File: config.mk
export PLATFORM = sky130hd
export DESIGN_NAME = tmr_timer16
export DESIGN_NICKNAME = d
export VERILOG_FILES = /design/src/hw/tmr_pkg.sv /design/src/hw/tmr_timer16.sv
export VERILOG_INCLUDE_DIRS = /design/src /design/src/hw
export SDC_FILE = /design/constraint.sdc
export NUM_CORES = 1
export LEC_CHECK = 0
export BUFFER_PORTS_ARGS = -buffer_cell sky130_fd_sc_hd__clkbuf_2
export CAP_MARGIN = 25
export CELL_PAD_IN_SITES_DETAIL_PLACEMENT = 0
export CELL_PAD_IN_SITES_GLOBAL_PLACEMENT = 1
export CORE_MARGIN = 4
export CORE_UTILIZATION = 48
export DETAILED_ROUTE_END_ITERATION = 8
export GPL_TIMING_DRIVEN = 0
export PLACE_DENSITY = 0.81
export SLEW_MARGIN = 20
export SYNTH_ARGS = -nofsm -noshare
export SYNTH_HDL_FRONTEND = slang
export SYNTH_SLANG_ARGS = --single-unit
File: constraint.sdc
create_clock -name mclk_in -period 4.2 [get_ports mclk_in]
set_input_delay 1.26 -clock mclk_in [delete_from_list [all_inputs] [get_ports mclk_in]]
set_output_delay 1.26 -clock mclk_in [all_outputs]
set_load 0.01 [all_outputs]
File: src/hw/tmr_map.svh
`ifndef TMR_MAP_SVH
`define TMR_MAP_SVH

// register locations on the cpu i/o port (index of the 8-bit location)
`define TMR_ADDR_CNT_LO   4'h0
`define TMR_ADDR_CNT_HI   4'h1
`define TMR_ADDR_CAP_LO   4'h2
`define TMR_ADDR_CAP_HI   4'h3
`define TMR_ADDR_CMPA_LO  4'h4
`define TMR_ADDR_CMPA_HI  4'h5
`define TMR_ADDR_CTRL_A   4'h6
`define TMR_ADDR_CTRL_B   4'h7
`define TMR_ADDR_FLAGS    4'h8
`define TMR_ADDR_MASK     4'h9

// control_reg_a fields
`define TMR_A_WGM_LO      0
`define TMR_A_WGM_W       2
// control_reg_b fields
`define TMR_B_CS_LO       0
`define TMR_B_CS_W        3
`define TMR_B_WGM_HI_LO   3
`define TMR_B_WGM_HI_W    2
`define TMR_B_SRC_BIT     5
`define TMR_B_EDGE_BIT    6
// flag and mask bit positions
`define TMR_OVF_BIT       0
`define TMR_CAP_BIT       5

// reset values
`define TMR_RST_BYTE      8'h00
`define TMR_RST_WORD      16'h0000

// fixed top values and counter extremes
`define TMR_TOP_8BIT      16'h00ff
`define TMR_TOP_9BIT      16'h01ff
`define TMR_TOP_10BIT     16'h03ff
`define TMR_COUNT_MAX     16'hffff
`define TMR_COUNT_FLOOR   16'h0000

// clock select codes
`define TMR_CS_STOP       3'h0
`define TMR_CS_DIV1       3'h1
`define TMR_CS_DIV8       3'h2
`define TMR_CS_DIV64      3'h3
`define TMR_CS_DIV256     3'h4
`define TMR_CS_DIV1024    3'h5
`define TMR_CS_EXT_FALL   3'h6
`define TMR_CS_EXT_RISE   3'h7

// prescaler width needed for the slowest tap
`define TMR_PRESC_W       10

`endif

File: src/hw/tmr_pkg.sv
package tmr_pkg;

	typedef struct packed {
		logic       rd;
		logic       wr;
		logic [3:0] addr;
		logic [7:0] wdata;
	} tmr_cpu_req_t;

	typedef enum logic [1:0] {
		TMR_OVF_AT_MAX   = 2'b00,
		TMR_OVF_AT_TOP   = 2'b01,
		TMR_OVF_AT_FLOOR = 2'b10
	} tmr_ovf_t;

	typedef enum logic [2:0] {
		TMR_TOP_MAX  = 3'b000,
		TMR_TOP_8    = 3'b001,
		TMR_TOP_9    = 3'b010,
		TMR_TOP_10   = 3'b011,
		TMR_TOP_CMPA = 3'b100,
		TMR_TOP_CAP  = 3'b101
	} tmr_top_sel_t;

	typedef struct packed {
		logic         dual;
		tmr_ovf_t     ovf;
		tmr_top_sel_t top_sel;
	} tmr_mode_t;

endpackage

File: src/hw/tmr_timer16.sv
`timescale 1ns/1ps
`include "tmr_map.svh"
// Notes on behaviour
// - counter seen as two byte locations; upper location reaches the holding byte
// - reading counter low byte copies counter upper byte into holding byte
// - writing counter low byte loads all 16 bits using holding byte
// - each timer tick clears, increments or decrements counter per mode
// - three-bit clock select in control b; zero stops the counter
// - counter readable and writable whether or not ticks arrive
// - cpu counter write beats a coincident clear or count
// - four-bit waveform mode split across control a and b
// - top indication at sequence maximum, floor indication at zero
// - overflow flag set where the mode says, can request interrupt
// - capture fires on selected edge of pin or comparator output
// - capture copies full 16-bit counter into capture register
// - capture flag set in the same cycle as the copy
// - capture flag with enable set raises capture interrupt
// - capture flag cleared by interrupt service or writing one
// - capture low read copies capture high into holding byte
// - capture register writable only when it sets the top
// - holding byte keeps its value until an upper write or a counter or capture low read
// - one holding byte for all words; compare reads bypass it
// - top is 0xffff, 0x00ff, 0x01ff, 0x03ff, compare a or capture
module tmr_timer16
	import tmr_pkg::*;
#(
	parameter int PRESC_W = `TMR_PRESC_W
) (
	// clock and reset
	input  wire logic         mclk_in,
	input  wire logic         nrst_in,
	// cpu i/o port
	input  wire tmr_cpu_req_t cpu_req_in,
	output logic [7:0]        cpu_rdata_out,
	// interrupt service acknowledges
	input  wire logic         ovf_ack_in,
	input  wire logic         cap_ack_in,
	// pins
	input  wire logic         ext_clock_pin_in,
	input  wire logic         capture_input_pin_in,
	input  wire logic         comparator_output_in,
	// indications and interrupt requests
	output logic              count_top_out,
	output logic              count_floor_out,
	output logic              overflow_irq_out,
	output logic              capture_irq_out
);

	// the slowest tap reads the full prescaler, so a narrower one cannot serve it
	if (PRESC_W < `TMR_PRESC_W) begin : g_presc_check
		$error("prescaler too narrow for the slowest tap");
	end

	// holding byte and registers
	logic [7:0]         temp_reg;
	logic [15:0]        count_value_reg;
	logic [15:0]        capture_value_reg;
	logic [15:0]        compare_value_reg;
	logic [7:0]         control_reg_a;
	logic [7:0]         control_reg_b;
	logic               overflow_flag_reg;
	logic               capture_flag_reg;
	logic               ovf_irq_en_reg;
	logic               capture_irq_enable_reg;
	logic               count_down_reg;
	logic [PRESC_W-1:0] presc_reg;
	logic               ext_prev_reg;
	logic               cap_src_prev_reg;

	// decoded strobes
	logic               rd_cnt_lo;
	logic               rd_cap_lo;
	logic               wr_cnt_lo;
	logic               wr_cap_lo;
	logic               wr_cmpa_lo;
	logic               wr_hi;
	logic               wr_flags;
	logic [3:0]         waveform_mode_field;
	logic [2:0]         clock_select_field;
	tmr_mode_t          mode;
	logic [15:0]        top_value;
	logic               timer_tick;
	logic               cap_src;
	logic               cap_edge;
	logic               capture_trigger;
	logic               ovf_event;
	logic [15:0]        count_value_next;
	logic               count_down_next;

	function automatic logic is_wr(input tmr_cpu_req_t r, input logic [3:0] a);
		return r.wr && (r.addr == a);
	endfunction

	function automatic logic is_rd(input tmr_cpu_req_t r, input logic [3:0] a);
		return r.rd && (r.addr == a);
	endfunction

	// mode table: slope, overflow point and top source per waveform mode
	function automatic tmr_mode_t decode_mode(input logic [3:0] wgm);
		tmr_mode_t m;
		m = '{dual: 1'b0, ovf: TMR_OVF_AT_MAX, top_sel: TMR_TOP_MAX};
		case (wgm)
			4'h1: m = '{dual: 1'b1, ovf: TMR_OVF_AT_FLOOR, top_sel: TMR_TOP_8};
			4'h2: m = '{dual: 1'b1, ovf: TMR_OVF_AT_FLOOR, top_sel: TMR_TOP_9};
			4'h3: m = '{dual: 1'b1, ovf: TMR_OVF_AT_FLOOR, top_sel: TMR_TOP_10};
			4'h4: m = '{dual: 1'b0, ovf: TMR_OVF_AT_MAX, top_sel: TMR_TOP_CMPA};
			4'h5: m = '{dual: 1'b0, ovf: TMR_OVF_AT_TOP, top_sel: TMR_TOP_8};
			4'h6: m = '{dual: 1'b0, ovf: TMR_OVF_AT_TOP, top_sel: TMR_TOP_9};
			4'h7: m = '{dual: 1'b0, ovf: TMR_OVF_AT_TOP, top_sel: TMR_TOP_10};
			4'h8: m = '{dual: 1'b1, ovf: TMR_OVF_AT_FLOOR, top_sel: TMR_TOP_CAP};
			4'h9: m = '{dual: 1'b1, ovf: TMR_OVF_AT_FLOOR, top_sel: TMR_TOP_CMPA};
			4'ha: m = '{dual: 1'b1, ovf: TMR_OVF_AT_FLOOR, top_sel: TMR_TOP_CAP};
			4'hb: m = '{dual: 1'b1, ovf: TMR_OVF_AT_FLOOR, top_sel: TMR_TOP_CMPA};
			4'hc: m = '{dual: 1'b0, ovf: TMR_OVF_AT_MAX, top_sel: TMR_TOP_CAP};
			4'he: m = '{dual: 1'b0, ovf: TMR_OVF_AT_TOP, top_sel: TMR_TOP_CAP};
			4'hf: m = '{dual: 1'b0, ovf: TMR_OVF_AT_TOP, top_sel: TMR_TOP_CMPA};
			default: m = '{dual: 1'b0, ovf: TMR_OVF_AT_MAX, top_sel: TMR_TOP_MAX};
		endcase
		return m;
	endfunction

	// cpu strobes; one access per cycle, so these never collide
	assign rd_cnt_lo  = is_rd(cpu_req_in, `TMR_ADDR_CNT_LO);
	assign rd_cap_lo  = is_rd(cpu_req_in, `TMR_ADDR_CAP_LO);
	assign wr_cnt_lo  = is_wr(cpu_req_in, `TMR_ADDR_CNT_LO);
	assign wr_cap_lo  = is_wr(cpu_req_in, `TMR_ADDR_CAP_LO);
	assign wr_cmpa_lo = is_wr(cpu_req_in, `TMR_ADDR_CMPA_LO);
	assign wr_flags   = is_wr(cpu_req_in, `TMR_ADDR_FLAGS);
	assign wr_hi      = is_wr(cpu_req_in, `TMR_ADDR_CNT_HI) ||
		is_wr(cpu_req_in, `TMR_ADDR_CAP_HI) ||
		is_wr(cpu_req_in, `TMR_ADDR_CMPA_HI);

	assign waveform_mode_field = {
		control_reg_b[`TMR_B_WGM_HI_LO +: `TMR_B_WGM_HI_W],
		control_reg_a[`TMR_A_WGM_LO +: `TMR_A_WGM_W]
	};
	assign clock_select_field = control_reg_b[`TMR_B_CS_LO +: `TMR_B_CS_W];
	assign mode = decode_mode(waveform_mode_field);

	always_comb begin
		case (mode.top_sel)
			TMR_TOP_8:    top_value = `TMR_TOP_8BIT;
			TMR_TOP_9:    top_value = `TMR_TOP_9BIT;
			TMR_TOP_10:   top_value = `TMR_TOP_10BIT;
			TMR_TOP_CMPA: top_value = compare_value_reg;
			TMR_TOP_CAP:  top_value = capture_value_reg;
			default:      top_value = `TMR_COUNT_MAX;
		endcase
	end

	// prescaler free-runs only while a clock is selected
	always_ff @(posedge mclk_in or negedge nrst_in) begin
		if (!nrst_in)
			presc_reg <= '0;
		else if (clock_select_field == `TMR_CS_STOP)
			presc_reg <= '0;
		else
			presc_reg <= presc_reg + 1'b1;
	end

	always_ff @(posedge mclk_in or negedge nrst_in) begin
		if (!nrst_in)
			ext_prev_reg <= 1'b0;
		else
			ext_prev_reg <= ext_clock_pin_in;
	end

	always_comb begin
		case (clock_select_field)
			`TMR_CS_DIV1:     timer_tick = 1'b1;
			`TMR_CS_DIV8:     timer_tick = &presc_reg[2:0];
			`TMR_CS_DIV64:    timer_tick = &presc_reg[5:0];
			`TMR_CS_DIV256:   timer_tick = &presc_reg[7:0];
			`TMR_CS_DIV1024:  timer_tick = &presc_reg[9:0];
			`TMR_CS_EXT_FALL: timer_tick = ext_prev_reg & ~ext_clock_pin_in;
			`TMR_CS_EXT_RISE: timer_tick = ~ext_prev_reg & ext_clock_pin_in;
			default:          timer_tick = 1'b0;
		endcase
	end

	// counter sequencing
	always_comb begin
		count_value_next = count_value_reg;
		count_down_next  = count_down_reg;
		if (wr_cnt_lo) begin
			count_value_next = {temp_reg, cpu_req_in.wdata};
		end else if (timer_tick) begin
			if (!mode.dual) begin
				count_down_next = 1'b0;
				if (count_value_reg == top_value)
					count_value_next = `TMR_COUNT_FLOOR;
				else
					count_value_next = count_value_reg + 16'h0001;
			end else if (count_down_reg) begin
				if (count_value_reg == `TMR_COUNT_FLOOR) begin
					count_down_next  = 1'b0;
					count_value_next = count_value_reg + 16'h0001;
				end else begin
					count_value_next = count_value_reg - 16'h0001;
				end
			end else begin
				// a top lowered below the count turns the slope at once
				if (count_value_reg >= top_value) begin
					count_down_next  = 1'b1;
					count_value_next = count_value_reg - 16'h0001;
				end else begin
					count_value_next = count_value_reg + 16'h0001;
				end
			end
		end
	end

	always_ff @(posedge mclk_in or negedge nrst_in) begin
		if (!nrst_in) begin
			count_value_reg <= `TMR_RST_WORD;
			count_down_reg  <= 1'b0;
		end else begin
			count_value_reg <= count_value_next;
			count_down_reg  <= count_down_next;
		end
	end

	assign count_top_out   = (count_value_reg == top_value);
	assign count_floor_out = (count_value_reg == `TMR_COUNT_FLOOR);

	// a cpu counter low write cancels the tick, so it cannot raise overflow either
	always_comb begin
		ovf_event = 1'b0;
		if (timer_tick && !wr_cnt_lo) begin
			case (mode.ovf)
				TMR_OVF_AT_TOP:
					ovf_event = (count_value_reg == top_value);
				TMR_OVF_AT_FLOOR:
					ovf_event = count_down_reg && (count_value_reg == `TMR_COUNT_FLOOR);
				default:
					ovf_event = (count_value_reg == `TMR_COUNT_MAX);
			endcase
		end
	end

	// capture edge detection; disabled while capture register sets the top
	assign cap_src = control_reg_b[`TMR_B_SRC_BIT] ? comparator_output_in
		: capture_input_pin_in;

	always_ff @(posedge mclk_in or negedge nrst_in) begin
		if (!nrst_in)
			cap_src_prev_reg <= 1'b0;
		else
			cap_src_prev_reg <= cap_src;
	end

	assign cap_edge = control_reg_b[`TMR_B_EDGE_BIT] ? (~cap_src_prev_reg & cap_src)
		: (cap_src_prev_reg & ~cap_src);
	assign capture_trigger = cap_edge && (mode.top_sel != TMR_TOP_CAP);

	always_ff @(posedge mclk_in or negedge nrst_in) begin
		if (!nrst_in)
			capture_value_reg <= `TMR_RST_WORD;
		else if (capture_trigger)
			capture_value_reg <= count_value_reg;
		else if (wr_cap_lo && mode.top_sel == TMR_TOP_CAP)
			capture_value_reg <= {temp_reg, cpu_req_in.wdata};
	end

	// compare a is written directly; no double buffering here
	always_ff @(posedge mclk_in or negedge nrst_in) begin
		if (!nrst_in)
			compare_value_reg <= `TMR_RST_WORD;
		else if (wr_cmpa_lo)
			compare_value_reg <= {temp_reg, cpu_req_in.wdata};
	end

	// shared holding byte
	always_ff @(posedge mclk_in or negedge nrst_in) begin
		if (!nrst_in)
			temp_reg <= `TMR_RST_BYTE;
		else if (wr_hi)
			temp_reg <= cpu_req_in.wdata;
		else if (rd_cnt_lo)
			temp_reg <= count_value_reg[15:8];
		else if (rd_cap_lo)
			temp_reg <= capture_value_reg[15:8];
		// otherwise held, so one upper write serves several words
	end

	// control registers
	always_ff @(posedge mclk_in or negedge nrst_in) begin
		if (!nrst_in) begin
			control_reg_a <= `TMR_RST_BYTE;
			control_reg_b <= `TMR_RST_BYTE;
		end else if (is_wr(cpu_req_in, `TMR_ADDR_CTRL_A)) begin
			control_reg_a <= cpu_req_in.wdata;
		end else if (is_wr(cpu_req_in, `TMR_ADDR_CTRL_B)) begin
			control_reg_b <= cpu_req_in.wdata;
		end
	end

	always_ff @(posedge mclk_in or negedge nrst_in) begin
		if (!nrst_in) begin
			ovf_irq_en_reg         <= 1'b0;
			capture_irq_enable_reg <= 1'b0;
		end else if (is_wr(cpu_req_in, `TMR_ADDR_MASK)) begin
			ovf_irq_en_reg         <= cpu_req_in.wdata[`TMR_OVF_BIT];
			capture_irq_enable_reg <= cpu_req_in.wdata[`TMR_CAP_BIT];
		end
	end

	// flags: a new event wins over a clear in the same cycle
	always_ff @(posedge mclk_in or negedge nrst_in) begin
		if (!nrst_in)
			overflow_flag_reg <= 1'b0;
		else if (ovf_event)
			overflow_flag_reg <= 1'b1;
		else if (ovf_ack_in || (wr_flags && cpu_req_in.wdata[`TMR_OVF_BIT]))
			overflow_flag_reg <= 1'b0;
	end

	always_ff @(posedge mclk_in or negedge nrst_in) begin
		if (!nrst_in)
			capture_flag_reg <= 1'b0;
		else if (capture_trigger)
			capture_flag_reg <= 1'b1;
		else if (cap_ack_in || (wr_flags && cpu_req_in.wdata[`TMR_CAP_BIT]))
			capture_flag_reg <= 1'b0;
	end

	assign overflow_irq_out = overflow_flag_reg && ovf_irq_en_reg;
	assign capture_irq_out  = capture_flag_reg && capture_irq_enable_reg;

	// read data, one cycle after the read strobe
	always_ff @(posedge mclk_in or negedge nrst_in) begin
		if (!nrst_in) begin
			cpu_rdata_out <= `TMR_RST_BYTE;
		end else if (cpu_req_in.rd) begin
			case (cpu_req_in.addr)
				`TMR_ADDR_CNT_LO:  cpu_rdata_out <= count_value_reg[7:0];
				`TMR_ADDR_CNT_HI:  cpu_rdata_out <= temp_reg;
				`TMR_ADDR_CAP_LO:  cpu_rdata_out <= capture_value_reg[7:0];
				`TMR_ADDR_CAP_HI:  cpu_rdata_out <= temp_reg;
				`TMR_ADDR_CMPA_LO: cpu_rdata_out <= compare_value_reg[7:0];
				`TMR_ADDR_CMPA_HI: cpu_rdata_out <= compare_value_reg[15:8];
				`TMR_ADDR_CTRL_A:  cpu_rdata_out <= control_reg_a;
				`TMR_ADDR_CTRL_B:  cpu_rdata_out <= control_reg_b;
				`TMR_ADDR_FLAGS: begin
					cpu_rdata_out <= `TMR_RST_BYTE;
					cpu_rdata_out[`TMR_OVF_BIT] <= overflow_flag_reg;
					cpu_rdata_out[`TMR_CAP_BIT] <= capture_flag_reg;
				end
				`TMR_ADDR_MASK: begin
					cpu_rdata_out <= `TMR_RST_BYTE;
					cpu_rdata_out[`TMR_OVF_BIT] <= ovf_irq_en_reg;
					cpu_rdata_out[`TMR_CAP_BIT] <= capture_irq_enable_reg;
				end
				default: cpu_rdata_out <= `TMR_RST_BYTE;
			endcase
		end
	end

endmodule

; ---- Word level (Yosys, flattened, before mapping)
; Memories as Yosys holds them, arrays and structs flattened.
; Index checks and enable logic that the tools add are counted.
[word_totals]
regBits = 97
latch_bits = 0
mem_bits_rw = 0
mem_bits_ro = 96
inputBits = 21
output_inout_bits = 12
elab_cells = 124
mem_count = 1
[memory_table]
columns = name, depth, width, read_ports, rd_clocked_by_memory_dff, write_ports, line_no
row1 = (name not given), 16, 6, 1, 0, 0, tmr_timer16.sv:102  ; case (wgm)
[op_classes]
n_addsub = 3
mul = 0
n_div = 0
magnitude_cmp = 1
eq_ne = 26
shifts = 0
n_mux = 28
n_bitwise = 10
n_reduce_logical = 40
[ops]
columns = op, count
row1 = 16-bit 2-to-1 mux, 9
row2 = 16-bit case mux with 5 select lines, 1
row3 = 8-bit case mux with 9 select lines, 1
row4 = 8-bit 2-to-1 mux, 3
row5 = 1-bit logical AND, 20
row6 = 3-bit equality test (second input constant), 6
row7 = 16-bit by 1-bit adder with 16-bit output (second input constant), 1
row8 = 16-bit equality test, 1
row9 = 16-bit equality test (second input constant), 1
row10 = 4-bit by 3-bit equality test with 1-bit output (second input constant), 4
row11 = 16-bit greater-or-equal comparator, 1
row12 = 16-bit zero test, 1
row13 = 16-bit by 1-bit subtractor with 16-bit output (second input constant), 1
row14 = 3-bit by 2-bit equality test with 1-bit output (second input constant), 4
row15 = 1-bit 2-to-1 mux, 11
row16 = 10-bit by 1-bit adder with 10-bit output (second input constant), 1
row17 = 10-bit 2-to-1 mux, 1
row18 = 10-bit AND reduction, 1
row19 = 4-bit by 2-bit equality test with 1-bit output (second input constant), 2
row20 = 4-bit equality test (second input constant), 2
row21 = 8-bit AND reduction, 1
row22 = 2-bit nonzero test, 4
row23 = 1-bit case mux with 7 select lines, 1
row24 = 3-bit by 1-bit equality test with 1-bit output (second input constant), 2
row25 = other kinds (16), 28

; ---- Logic depth before layout (Yosys ltp)
; Gate-level depths: netlist of run 1.
; An unclocked memory read counts as a cell.
[logic_depth]
word_depth = 9
ltp_mapped = 18
mapped_depth_nobuf = 14

; ---- Worst setup path before layout of run 1
; OpenSTA, ideal clock, no wires.
[synth_path]
path_type = flip-flop to flip-flop
from = register control_reg_b[4]
to = register count_value_reg[15]
setup_ps = 128
t_arrival_ps = 3672
t_required_ps = 4072
slack_ps = 400
path_stages_with_launch = 17
n_path_buf = 5
synth_period_minus_slack_ps = 3800
cell_sequence = dfrtp_1 > clkbuf_1 > clkbuf_1 > clkbuf_1 > o21ai_0 > a21oi_1 > a21oi_1 > ha_1 > nand4_1 > or3_1 > o32a_1 > a31o_1 > buf_6 > buf_12 > o41ai_1 > mux2i_1 > nand3_1
[synth_between]
elab_chain_len = 9
word_cells_on_any_way = 15
cone_classes = order compare (1) / eq/ne (6) / mux (7) / memory (1)
[synth_rtl]
columns = element, line_no
row1 = start: declaration, tmr_timer16.sv:60  ; logic [7:0] control_reg_b;
row2 = start signal: assignment, tmr_timer16.sv:290  ; control_reg_b <= `TMR_RST_BYTE;
row3 = start signal: assignment, tmr_timer16.sv:294  ; control_reg_b <= cpu_req_in.wdata;
row4 = memory 16 x 6 bit (*), n/a
row5 = 3-bit equality test (tied with other cells), tmr_timer16.sv:141  ; case (mode.top_sel)
row6 = 16-bit case mux with 5 select lines, tmr_timer16.sv:141
row7 = 16-bit greater-or-equal comparator, tmr_timer16.sv:203  ; if (count_value_reg >= top_value) begin
row8 = 16-bit 2-to-1 mux, tmr_timer16.sv:203
row9 = 16-bit 2-to-1 mux, tmr_timer16.sv:194  ; end else if (count_down_reg) begin
row10 = 16-bit 2-to-1 mux (*), tmr_timer16.sv:188  ; if (!mode.dual) begin
row11 = 16-bit 2-to-1 mux (*), tmr_timer16.sv:187  ; end else if (timer_tick) begin
row12 = 16-bit 2-to-1 mux (*), tmr_timer16.sv:185  ; if (wr_cnt_lo) begin
row13 = end signal: assignment, tmr_timer16.sv:215  ; count_value_reg <= `TMR_RST_WORD;
row14 = end signal: assignment, tmr_timer16.sv:218  ; count_value_reg <= count_value_next;
row15 = end: declaration, tmr_timer16.sv:56  ; logic [15:0] count_value_reg;
; Every way passes the cells marked *; elsewhere a longest branch is shown, timed or not. The select of a mux whose other input is x is not followed.
; A chain may end at the register's enable or synchronous reset.

; ---- Worst setup path after layout of run 1
[layout_path]
from = register control_reg_a[0]
to = output port count_top_out
[layout_between]
elab_chain_len = 4
word_cells_on_any_way = 8
cone_classes = eq/ne (6) / mux (1) / memory (1)
[layout_rtl]
columns = element, line_no
row1 = start: declaration, tmr_timer16.sv:59  ; logic [7:0] control_reg_a;
row2 = start signal: assignment, tmr_timer16.sv:289  ; control_reg_a <= `TMR_RST_BYTE;
row3 = start signal: assignment, tmr_timer16.sv:292  ; control_reg_a <= cpu_req_in.wdata;
row4 = memory 16 x 6 bit (*), n/a
row5 = 3-bit equality test (tied with other cells), tmr_timer16.sv:141
row6 = 16-bit case mux with 5 select lines (*), tmr_timer16.sv:141
row7 = 16-bit equality test (*), tmr_timer16.sv:223  ; assign count_top_out = (count_value_reg == top_value);
row8 = end: declaration, tmr_timer16.sv:43  ; output logic count_top_out,
; Every way passes the cells marked *; elsewhere a longest branch is shown, timed or not.

==> results of run 1 <==
-- stage by stage --
stage | total power, mW | instance area, µm² | hold WS, ns | setup WS (ns)
2_1_floorplan | 2.51 | 6300 | 0.447 | 0.400
3_3_place_gp | 2.97 | 6660 | 0.467 | -0.217
3_5_place_dp | 3.03 | 6710 | 0.478 | -0.234
4_1_cts | 4.03 | 7070 | 0.488 | 0.0432
5_1_grt | 4.32 | 7110 | 0.516 | 0.00505
6_report | 4.05 | 7110 | 0.491 | 0.189
-- what timing repair did --
action / CTS / global route
hold buffers: 0 / 0
resized for setup: 5 / 19
setup buffers: 0 / 0
pin swaps: 0 / 2
endpoints found under the setup margin: 15 / 11
-- Yosys cell counts (all sizes together) (4+ instances only) --
master  count  area share, %
buf        10            1.2
mux2       37            6.6
nand2      70            4.3
o21a        7           0.83
o31ai       6           0.79
a31oi       5           0.50
nand3      16            1.3
clkbuf     40            2.4
nor2b       9           0.89
nand2b     15            1.5
xnor2       4           0.56
o22ai      21            2.1
a211oi      4           0.56
mux2i      34            5.4
dfrtp      97             39
and2        7           0.69
nor2       65            3.9
and3       17            1.7
nor4        6           0.60
o21ai      41            3.3
nand4       6           0.60
ha         23            4.6
a221oi      4           0.56
a22oi      23            2.7
inv        25            1.5
xor2        4           0.56
nor3       24            2.0
a21oi      60            4.8
-- power breakdown --
group / total, mW / switching [mW] / internal [mW]
clock: 0.978 / 0.377 / 0.601
sequential: 1.52 / 0.325 / 1.19
combinational: 1.56 / 0.913 / 0.645
total: 4.05 / 1.62 / 2.44
-- cell families after synthesis --
group / count (synthesis) / synth area share [%]
simple gates: 246 / 18.9
compound gates: 195 / 19.5
flops: 97 / 38.5
buf+inv: 75 / 5.04
mux: 72 / 12.4
fa+ha+maj: 23 / 4.57
xor+xnor: 8 / 1.11
-- per-layer routing --
layer	global-route usage, %	up-vias
li1	-	2686
met1	39.3	2832
met2	43.5	234
met3	6.27	43
met4	9.17	0
met5	0	-
-- cell type report --
| type | instances | area, µm² |
|---|---|---|
| Fill cell | 1230 | 5610 |
| Buffer | 48 | 230 |
| Tap cell | 172 | 215 |
| Clock buffer | 10 | 239 |
| Inverter | 25 | 93.8 |
| Multi-Input combinational cell | 544 | 3600 |
| Clock inverter | 6 | 113 |
| Sequential cell | 97 | 2430 |
| Timing Repair Buffer | 32 | 194 |
-- critical path, delay by kind of cell, from the launching register on --
kind            cells  cell delay, ns
flops               1            0.32
buf+inv             4            1.00
compound gates      1            0.15
fa+ha+maj           1            0.32
simple gates        2            0.60
-- worst max path at each step --
stage | startpoint | end | slack, ns | depth (start not counted)
CTS | control_reg_a[0]$_DFFE_PN0P_ | count_top_out | 0.04 | 9
global placement | control_reg_b[4]$_DFFE_PN0P_ | count_value_reg[15]$_DFFE_PN0P_ | -0.22 | 16
finish | control_reg_a[0]$_DFFE_PN0P_ | count_top_out | 0.19 | 8
floorplan | control_reg_b[4]$_DFFE_PN0P_ | count_value_reg[15]$_DFFE_PN0P_ | 0.40 | 16
global route | control_reg_b[4]$_DFFE_PN0P_ | count_value_reg[11]$_DFFE_PN0P_ | 0.005 | 16
detailed placement | control_reg_b[4]$_DFFE_PN0P_ | count_value_reg[15]$_DFFE_PN0P_ | -0.23 | 16
==> results, run 1 <==
- The clock arrives with between 0.004 and 0.005 ns of skew.
- In the synthesized netlist the dominant register cell turns out to be sky130_fd_sc_hd__dfrtp_1.
- The data arrival time of the critical path is 2.75 ns.
- The die boundary width is between 100 and 150 µm.
- The highest net fanout along the worst path is 10.
- The number of global-route vias before repair is 5,459.
- The die covers approximately 15,000 µm².
- In this run, distinct cell masters in the synthesized netlist total 64.
- The measured slew at the worst slew-check pin is 0.986 ns.
- Power spread over the standard cell area amounts to 570 nW/µm².
- After detailed routing, the met2 layer carries between 9000 and 10,000 µm of wire.
- The total count of hold-check failures in the final report is 0.
- The number of slew-limit violations in the final report is 0.
- In this run the number of H-tree levels came out at 3.
- In this run the register-to-register setup slack is 0.31 ns.
- The top achievable clock speed is 249 MHz.
- The average cell area after synthesis is 8.80 µm².
- The finished layout holds 934 standard cells, fillers aside.
- In this design, the critical path's most frequently occurring cell is sky130_fd_sc_hd__clkbuf_2.
- The clock passes through at most 2 buffers.
- The type of element capturing the critical path is an output port.
- For this run, the slowest stage of the critical path takes 0.42 ns.
- The static leakage is ~3 nW.
- TritonCTS created 9 clock buffers.
- In this run the critical register-to-register path is launched from control_reg_b[4]$_DFFE_PN0P_.
- The wire-length estimate of the detail-placed layout is around 15,000 µm.
- Counting tap cells, the placed design contains a total of between 900 and 1,000 instances.
- After detailed routing, the wire length on met1 is 8960 µm.
- The number of failing setup endpoints in the final timing report is 0.
- The routability-driven placement congestion ratio is 0.920.
- The total vias in the final route is 5,795.
- Cells with a size suffix above 1 make up 15.1% of the layout.
- The initial antenna violation count is 0.
- For this design, the sink count on the clock tree is between 90 and 100.
- The kind of critical path is flip-flop to output port.
- After detailed routing, the number of remaining DRC violations is 0.
- Synthesis produced 716 cells.
- Routed signal wires occupy layers up through met4.
- The depth of the worst register-to-register path is 15.
- The amount of wire on met3 after detailed routing is 1560 µm.
- In the layout the commonest cells are sky130_fd_sc_hd__dfrtp_1, sky130_fd_sc_hd__nand2_1, sky130_fd_sc_hd__nor2_1, sky130_fd_sc_hd__a21oi_1, sky130_fd_sc_hd__o21ai_0.
- The largest net degree at the start of global routing is 69.
- Clock latency on the worst-skew pair, taken at its later pin, is roughly 0.36 ns.
- Subtracting the final worst setup slack from the clock period gives 4.01 ns.
- The wire length per cell after detailed routing is 21.7 µm.
- The post-route core utilization is 55.9%.
- The wire length of the first global-routing pass is 31,700 µm.
- The CTS tree is built.
- The relative area change from synthesis to final layout is 12.8%.
- The reg-to-reg endpoint is count_value_reg[15]$_DFFE_PN0P_.
- At the worst endpoint, the required time is 2.94 ns.
- After floorplanning, the core was sized to cover 12,700 µm².
- After layout, the worst path uses 95.5% of the clock period.
- The number of DRC violations after detailed-routing iteration 0 is 558.
- The max-cap check violation count is 0.
- The die is 123 µm tall.
- Setup repair after global routing left no endpoint under its margin.
- The worst-case IR drop observed on VDD is 0.259 mV.
- The first-pass iteration count of the detailed router is 6.
- The library cell used most frequently in the layout, excluding fill and tap cells, is sky130_fd_sc_hd__dfrtp_1.
- The net count of the finished layout is about 800.
- Counting flops with an async set or reset pin after synthesis yields a share of 100%.
- In this run the most critical hold path is launched from presc_reg[0]$_DFF_PN0_.
- The clock transition at the register clock pins on the worst setup and hold paths after CTS is 0.07 ns.
- The total nets after synthesis is 760.
- The count of flip-flops with a built-in enable after synthesis is 0.
- The number of antenna cells inserted is 0.
- The worst hold-check path type is flip-flop to flip-flop.
- In this run, synthesis produced a sequential element count of 97.
- The number of vias per cell after detailed routing is 6.20.
- The worst setup path is launched from a flip-flop.
- The post-detailed-route count of antenna-violating nets is 0.
- Input and output buffers added on the ports amount to 28.
- Summed over all layers, the global routing overflow is 0.
- The mapped cell area is 6300 µm².
- For this run, the number of Yosys warnings is 0.
- The number of primary I/O pins is 33.
- The critical path goes through clkbuf_1 > clkbuf_4 > clkbuf_2 > o22ai_1 > ha_1 > nand4_1 > nor4_4 > clkbuf_2.
- The total routing usage reported by global routing is 28.1%.
- The number of cells traversed by the worst hold path is 1.
- The total wirelength of the detailed-routed design is 20,300 µm.
- The run finished with clean final reports.
- Summed over all failing endpoints, the final setup total negative slack is 0 ns.
- The share of the Yosys chip area taken by registers is 38.5%.
- For this configuration, the core starts out at a cell density of approximately half.
- The worst hold path endpoint is presc_reg[0]$_DFF_PN0_.
- The cell sitting at the root of the clock tree is a sky130_fd_sc_hd__clkbuf_16.
- The total number of placement rows is 41.
- In this run the tightest slew margin relative to its limit is 33.7%.
- The slowest stage of the critical path is the sky130_fd_sc_hd__nor4_4 cell.
No activity file was read; power rests on OpenSTA's default activity.
==> run 2: changes to the inputs <==
--- a/config.mk
+++ b/config.mk
@@ -14,7 +14,8 @@
 export CORE_UTILIZATION = 48
 export DETAILED_ROUTE_END_ITERATION = 8
 export GPL_TIMING_DRIVEN = 0
-export PLACE_DENSITY = 0.81
+export PLACE_DENSITY = 0.87
+export RECOVER_POWER = 100
 export SLEW_MARGIN = 20
 export SYNTH_ARGS = -nofsm -noshare
 export SYNTH_HDL_FRONTEND = slang
==> run 2 against run 1 <==
The flow now finishes with violations (max-capacitance violations, max-slew violations). Cell count is the same. Register-to-register slack lost 0.12 ns. Flip-flop and latch count is the same. Sequential share of layout area grew 0.26 points. Sequential power is essentially flat. Utilization shrank 0.42 points. Count of clock-buffer cells in the layout shrank 1. Critical endpoint unchanged.
==> results, run 2 (synthesis gave the netlist of run 1 again) <==
- The run finished, with violations left.
- The checks that failed: max-capacitance violations, max-slew violations.
- The post-cts hold buffer count is 0 (unchanged).
- The setup path with the least slack is of type flip-flop to output port.
- The wire length per cell after detailed routing is 22.5 µm (+3.7%).
- The total cell area at the placement stage is 6720 µm² (+0.11%).
- The number of buffers created by CTS is 9 (unchanged).
- The post-route clock skew is 0.00835 ns (+0.00348 ns).
- The total congestion overflow is 0 (unchanged).
- The highest net fanout along the worst path is 10 (unchanged).
- The slowest stage of the critical path belongs to the cell sky130_fd_sc_hd__dfrtp_2.
- The launch instance of the worst register-to-register path is control_reg_a[1]$_DFFE_PN0P_.
- The total routing usage reported by global routing is 29.1% (+0.95 points).
- The static leakage is 3.03 nW (-1.3%).
- The largest net degree at the start of global routing was 51 (-26%).
- The number of primary I/O pins is 33 (unchanged).
- The critical path goes through nand2b_1 > clkbuf_2 > and3_1 > o21ai_0 > o31ai_1 > ha_1 > nand4_1 > nor4_4 > clkbuf_2.
- The final clock period utilization by the worst path is 97.8% (+2.3 points).
- The die boundary width came to 123 µm (unchanged).
- The number of slew-limit violations in the final report is 48 (+48).
- The post-route core utilization is 55.5% (-0.42 points).
- The data arrival time of the critical path is 2.85 ns (+0.10 ns).
- The area of the core is 12,700 µm² (unchanged).
- The part of the power in registers is 38.3% (+0.9 points).
- The required time of the worst setup path came to 2.94 ns (about the same).
- The routability-driven placement congestion ratio was 0.983 (+6.9%).
- The number of port buffers came to 28 (unchanged).
- The library cells used most frequently in the layout, excluding fill and tap cells, are sky130_fd_sc_hd__dfrtp_1, sky130_fd_sc_hd__nand2_1, sky130_fd_sc_hd__nor2_1, sky130_fd_sc_hd__a21oi_1, sky130_fd_sc_hd__clkbuf_1.
- The worst register-to-register path ends at count_value_reg[14]$_DFFE_PN0P_.
- The total vias in the final route is 5,941 (+2.5%).
- The total wirelength of the detailed-routed design is 21,000 µm (+3.7%).
- The number of vias per cell after detailed routing was 6.36 (+2.5%).
- The startpoint kind of the worst setup timing path is a flip-flop.
- The headroom to the max-slew limit is -82.9% (-120 points).
- The max-cap check violation count is 1 (+1).
- The number of global-route vias before repair is 5,670 (+3.9%).
- The routed metal-1 wirelength is 8550 µm (-4.5%).
- The logic gate share of total power came to 39.0% (+0.5 points).
- The relative area change from synthesis to final layout is 12.0%.
- The maximum VDD drop was 0.281 mV (+8.4%).
- The clock period minus worst slack is 4.11 ns (+0.0976 ns).
- The total power per unit cell area is 567 nW/µm² (-0.56%).
- Clock tree synthesis selected as its root buffer the cell sky130_fd_sc_hd__clkbuf_16.
- The total length of routed met2 wires is 9770 µm (+5.4%).
- The worst hold path belongs to the class flip-flop to flip-flop.
- The clock share of power was 22.7% (-1.4 points).
- In this run the worst setup path begins at control_reg_a[1]$_DFFE_PN0P_.
- The clock latency of the later-clocked register in the worst-skew pair is 0.36 ns (about the same).
- The top routing layer in use is met4.
- The internal power summed over all cells is 2.35 mW (-3.6%).
- The number of nets in the layout came to 802 (+0.12%).
- The wire length of the first global-routing pass is 32,900 µm (+3.9%).
- The number of failing setup endpoints in the final timing report is 0 (unchanged).
- The initial antenna violation count is 0 (unchanged).
- The number of clock sinks seen by CTS is 97 (unchanged).
- STA classifies the critical path endpoint as an output port.
- The final design area excluding fillers is 7060 µm² (-0.76%).
- The y dimension of the die was 123 µm (unchanged).
- The measured slew at the worst slew-check pin came to 2.74 ns (+1.76 ns).
- The total number of placement rows is 41 (unchanged).
- The worst-case register-to-register setup slack is 0.19 ns (-0.12 ns).
- The number of antenna cells inserted is 0 (unchanged).
- The clock transition at the register clock pins on the worst setup and hold paths after CTS was 0.07 ns (about the same).
- The switching power of the nets is 1.65 mW (+2.1%).
- The top achievable clock speed was 243 MHz (-2.4%).
- The H-tree depth reported by CTS was 3 (unchanged).
- The amount of wire on met3 after detailed routing is 2120 µm (+36%).
- The half-perimeter wire length after detailed placement is 15,500 µm (+2.8%).
- The number of DRC violations after detailed-routing iteration 0 was 598 (+7.2%).
- Setup repair after global routing left no endpoint under its margin.
- The most critical setup path has its endpoint at count_top_out.
- The cell occurring most often along the worst timing path is sky130_fd_sc_hd__clkbuf_2.
- The maximum buffer depth of the clock tree is 2 (unchanged).
- The fill cell total of the finished layout is 1,254 (+2.0%).
- The commonest non-fill, non-tap cell in the layout is sky130_fd_sc_hd__dfrtp_1.
- The fraction of power spent switching nets was 41.3% (+1.4 points).
- The layout cell share with drive strength beyond 1 came to 12.7% (-2.4 points).
- The longest individual stage delay on the worst path is 0.50 ns (+0.08 ns).
- The starting density of the core is 49.5% (unchanged).
- The DRC violation count after routing is 0 (unchanged).
- The total count of hold-check failures in the final report is 0 (unchanged).
- The CTS tree is built.
- The total die area was 15,000 µm² (unchanged).
- The depth of the worst register-to-register path was 16 (+1).
- The first-pass iteration count of the detailed router is 5 (-1).
- The post-detailed-route count of antenna-violating nets is 0 (unchanged).
run 2: timing repair:
action | in CTS | in global routing
setup buffers | 0 | 3
gates resized for setup | 10 | 10
pin swaps | 1 | 1
setup endpoints to repair | 16 | 13
run 2: how the worst min path moves through the flow:
stage,cells past startpoint,slack (ns),endpoint,startpoint
floorplan,1,0.45,presc_reg[0]$_DFF_PN0_,presc_reg[0]$_DFF_PN0_
global placement,1,0.47,presc_reg[0]$_DFF_PN0_,presc_reg[0]$_DFF_PN0_
detailed placement,1,0.48,presc_reg[0]$_DFF_PN0_,presc_reg[0]$_DFF_PN0_
CTS,1,0.49,presc_reg[0]$_DFF_PN0_,presc_reg[0]$_DFF_PN0_
global route,1,0.51,presc_reg[0]$_DFF_PN0_,presc_reg[0]$_DFF_PN0_
finish,1,0.49,presc_reg[0]$_DFF_PN0_,presc_reg[0]$_DFF_PN0_
run 2: final cells by class:
| type | instances | area, µm² | share of cell area, % |
|---|---|---|---|
| Clock buffer | 9 | 225 | 3.19 |
| Sequential cell | 97 | 2430 | 34.4 |
| Buffer | 47 | 223 | 3.15 |
| Tap cell | 172 | 215 | 3.05 |
| Clock inverter | 6 | 90.1 | 1.28 |
| Timing Repair Buffer | 34 | 188 | 2.66 |
| Inverter | 25 | 93.8 | 1.33 |
| Multi-Input combinational cell | 544 | 3590 | 50.9 |
run 2: power groups by stage:
stage	combinational, mW	clock [mW]	sequential [mW]
CTS	1.54	0.912	1.51
detailed placement	1.54	0	1.51
floorplan	1.14	0	1.38
global placement	1.49	0	1.51
global route	1.73	0.957	1.56
finish	1.56	0.909	1.53
run 2: critical path: cells and delay by family (launching register included):
kind,cells,cell delay (ns)
and+or+nand+nor,4,1.04
DFF,1,0.50
buffers and inverters,2,0.39
adders and majority gates,1,0.29
AOI/OAI and AO/OA,2,0.27
run 2: through the flow:
step / worst slack, ns / TNS, ns / total power [mW] / hold slack (ns) / cells
after floorplan: 0.400 / 0 / 2.51 / 0.447 / 716
after global placement: -0.400 / -2.20 / 3.00 / 0.468 / 916
after detailed placement: -0.449 / -2.59 / 3.05 / 0.477 / 919
after CTS: 0.00876 / 0 / 3.97 / 0.486 / 932
after global routing: 0.0127 / 0 / 4.24 / 0.507 / 934
final: 0.0910 / 0 / 4.00 / 0.486 / 934
run 2: routing by layer:
layer	track usage (%)	vias to the layer above
li1	-	2683
met1	39.5	2891
met2	45.4	318
met3	6.82	49
met4	10.7	0
met5	0	-
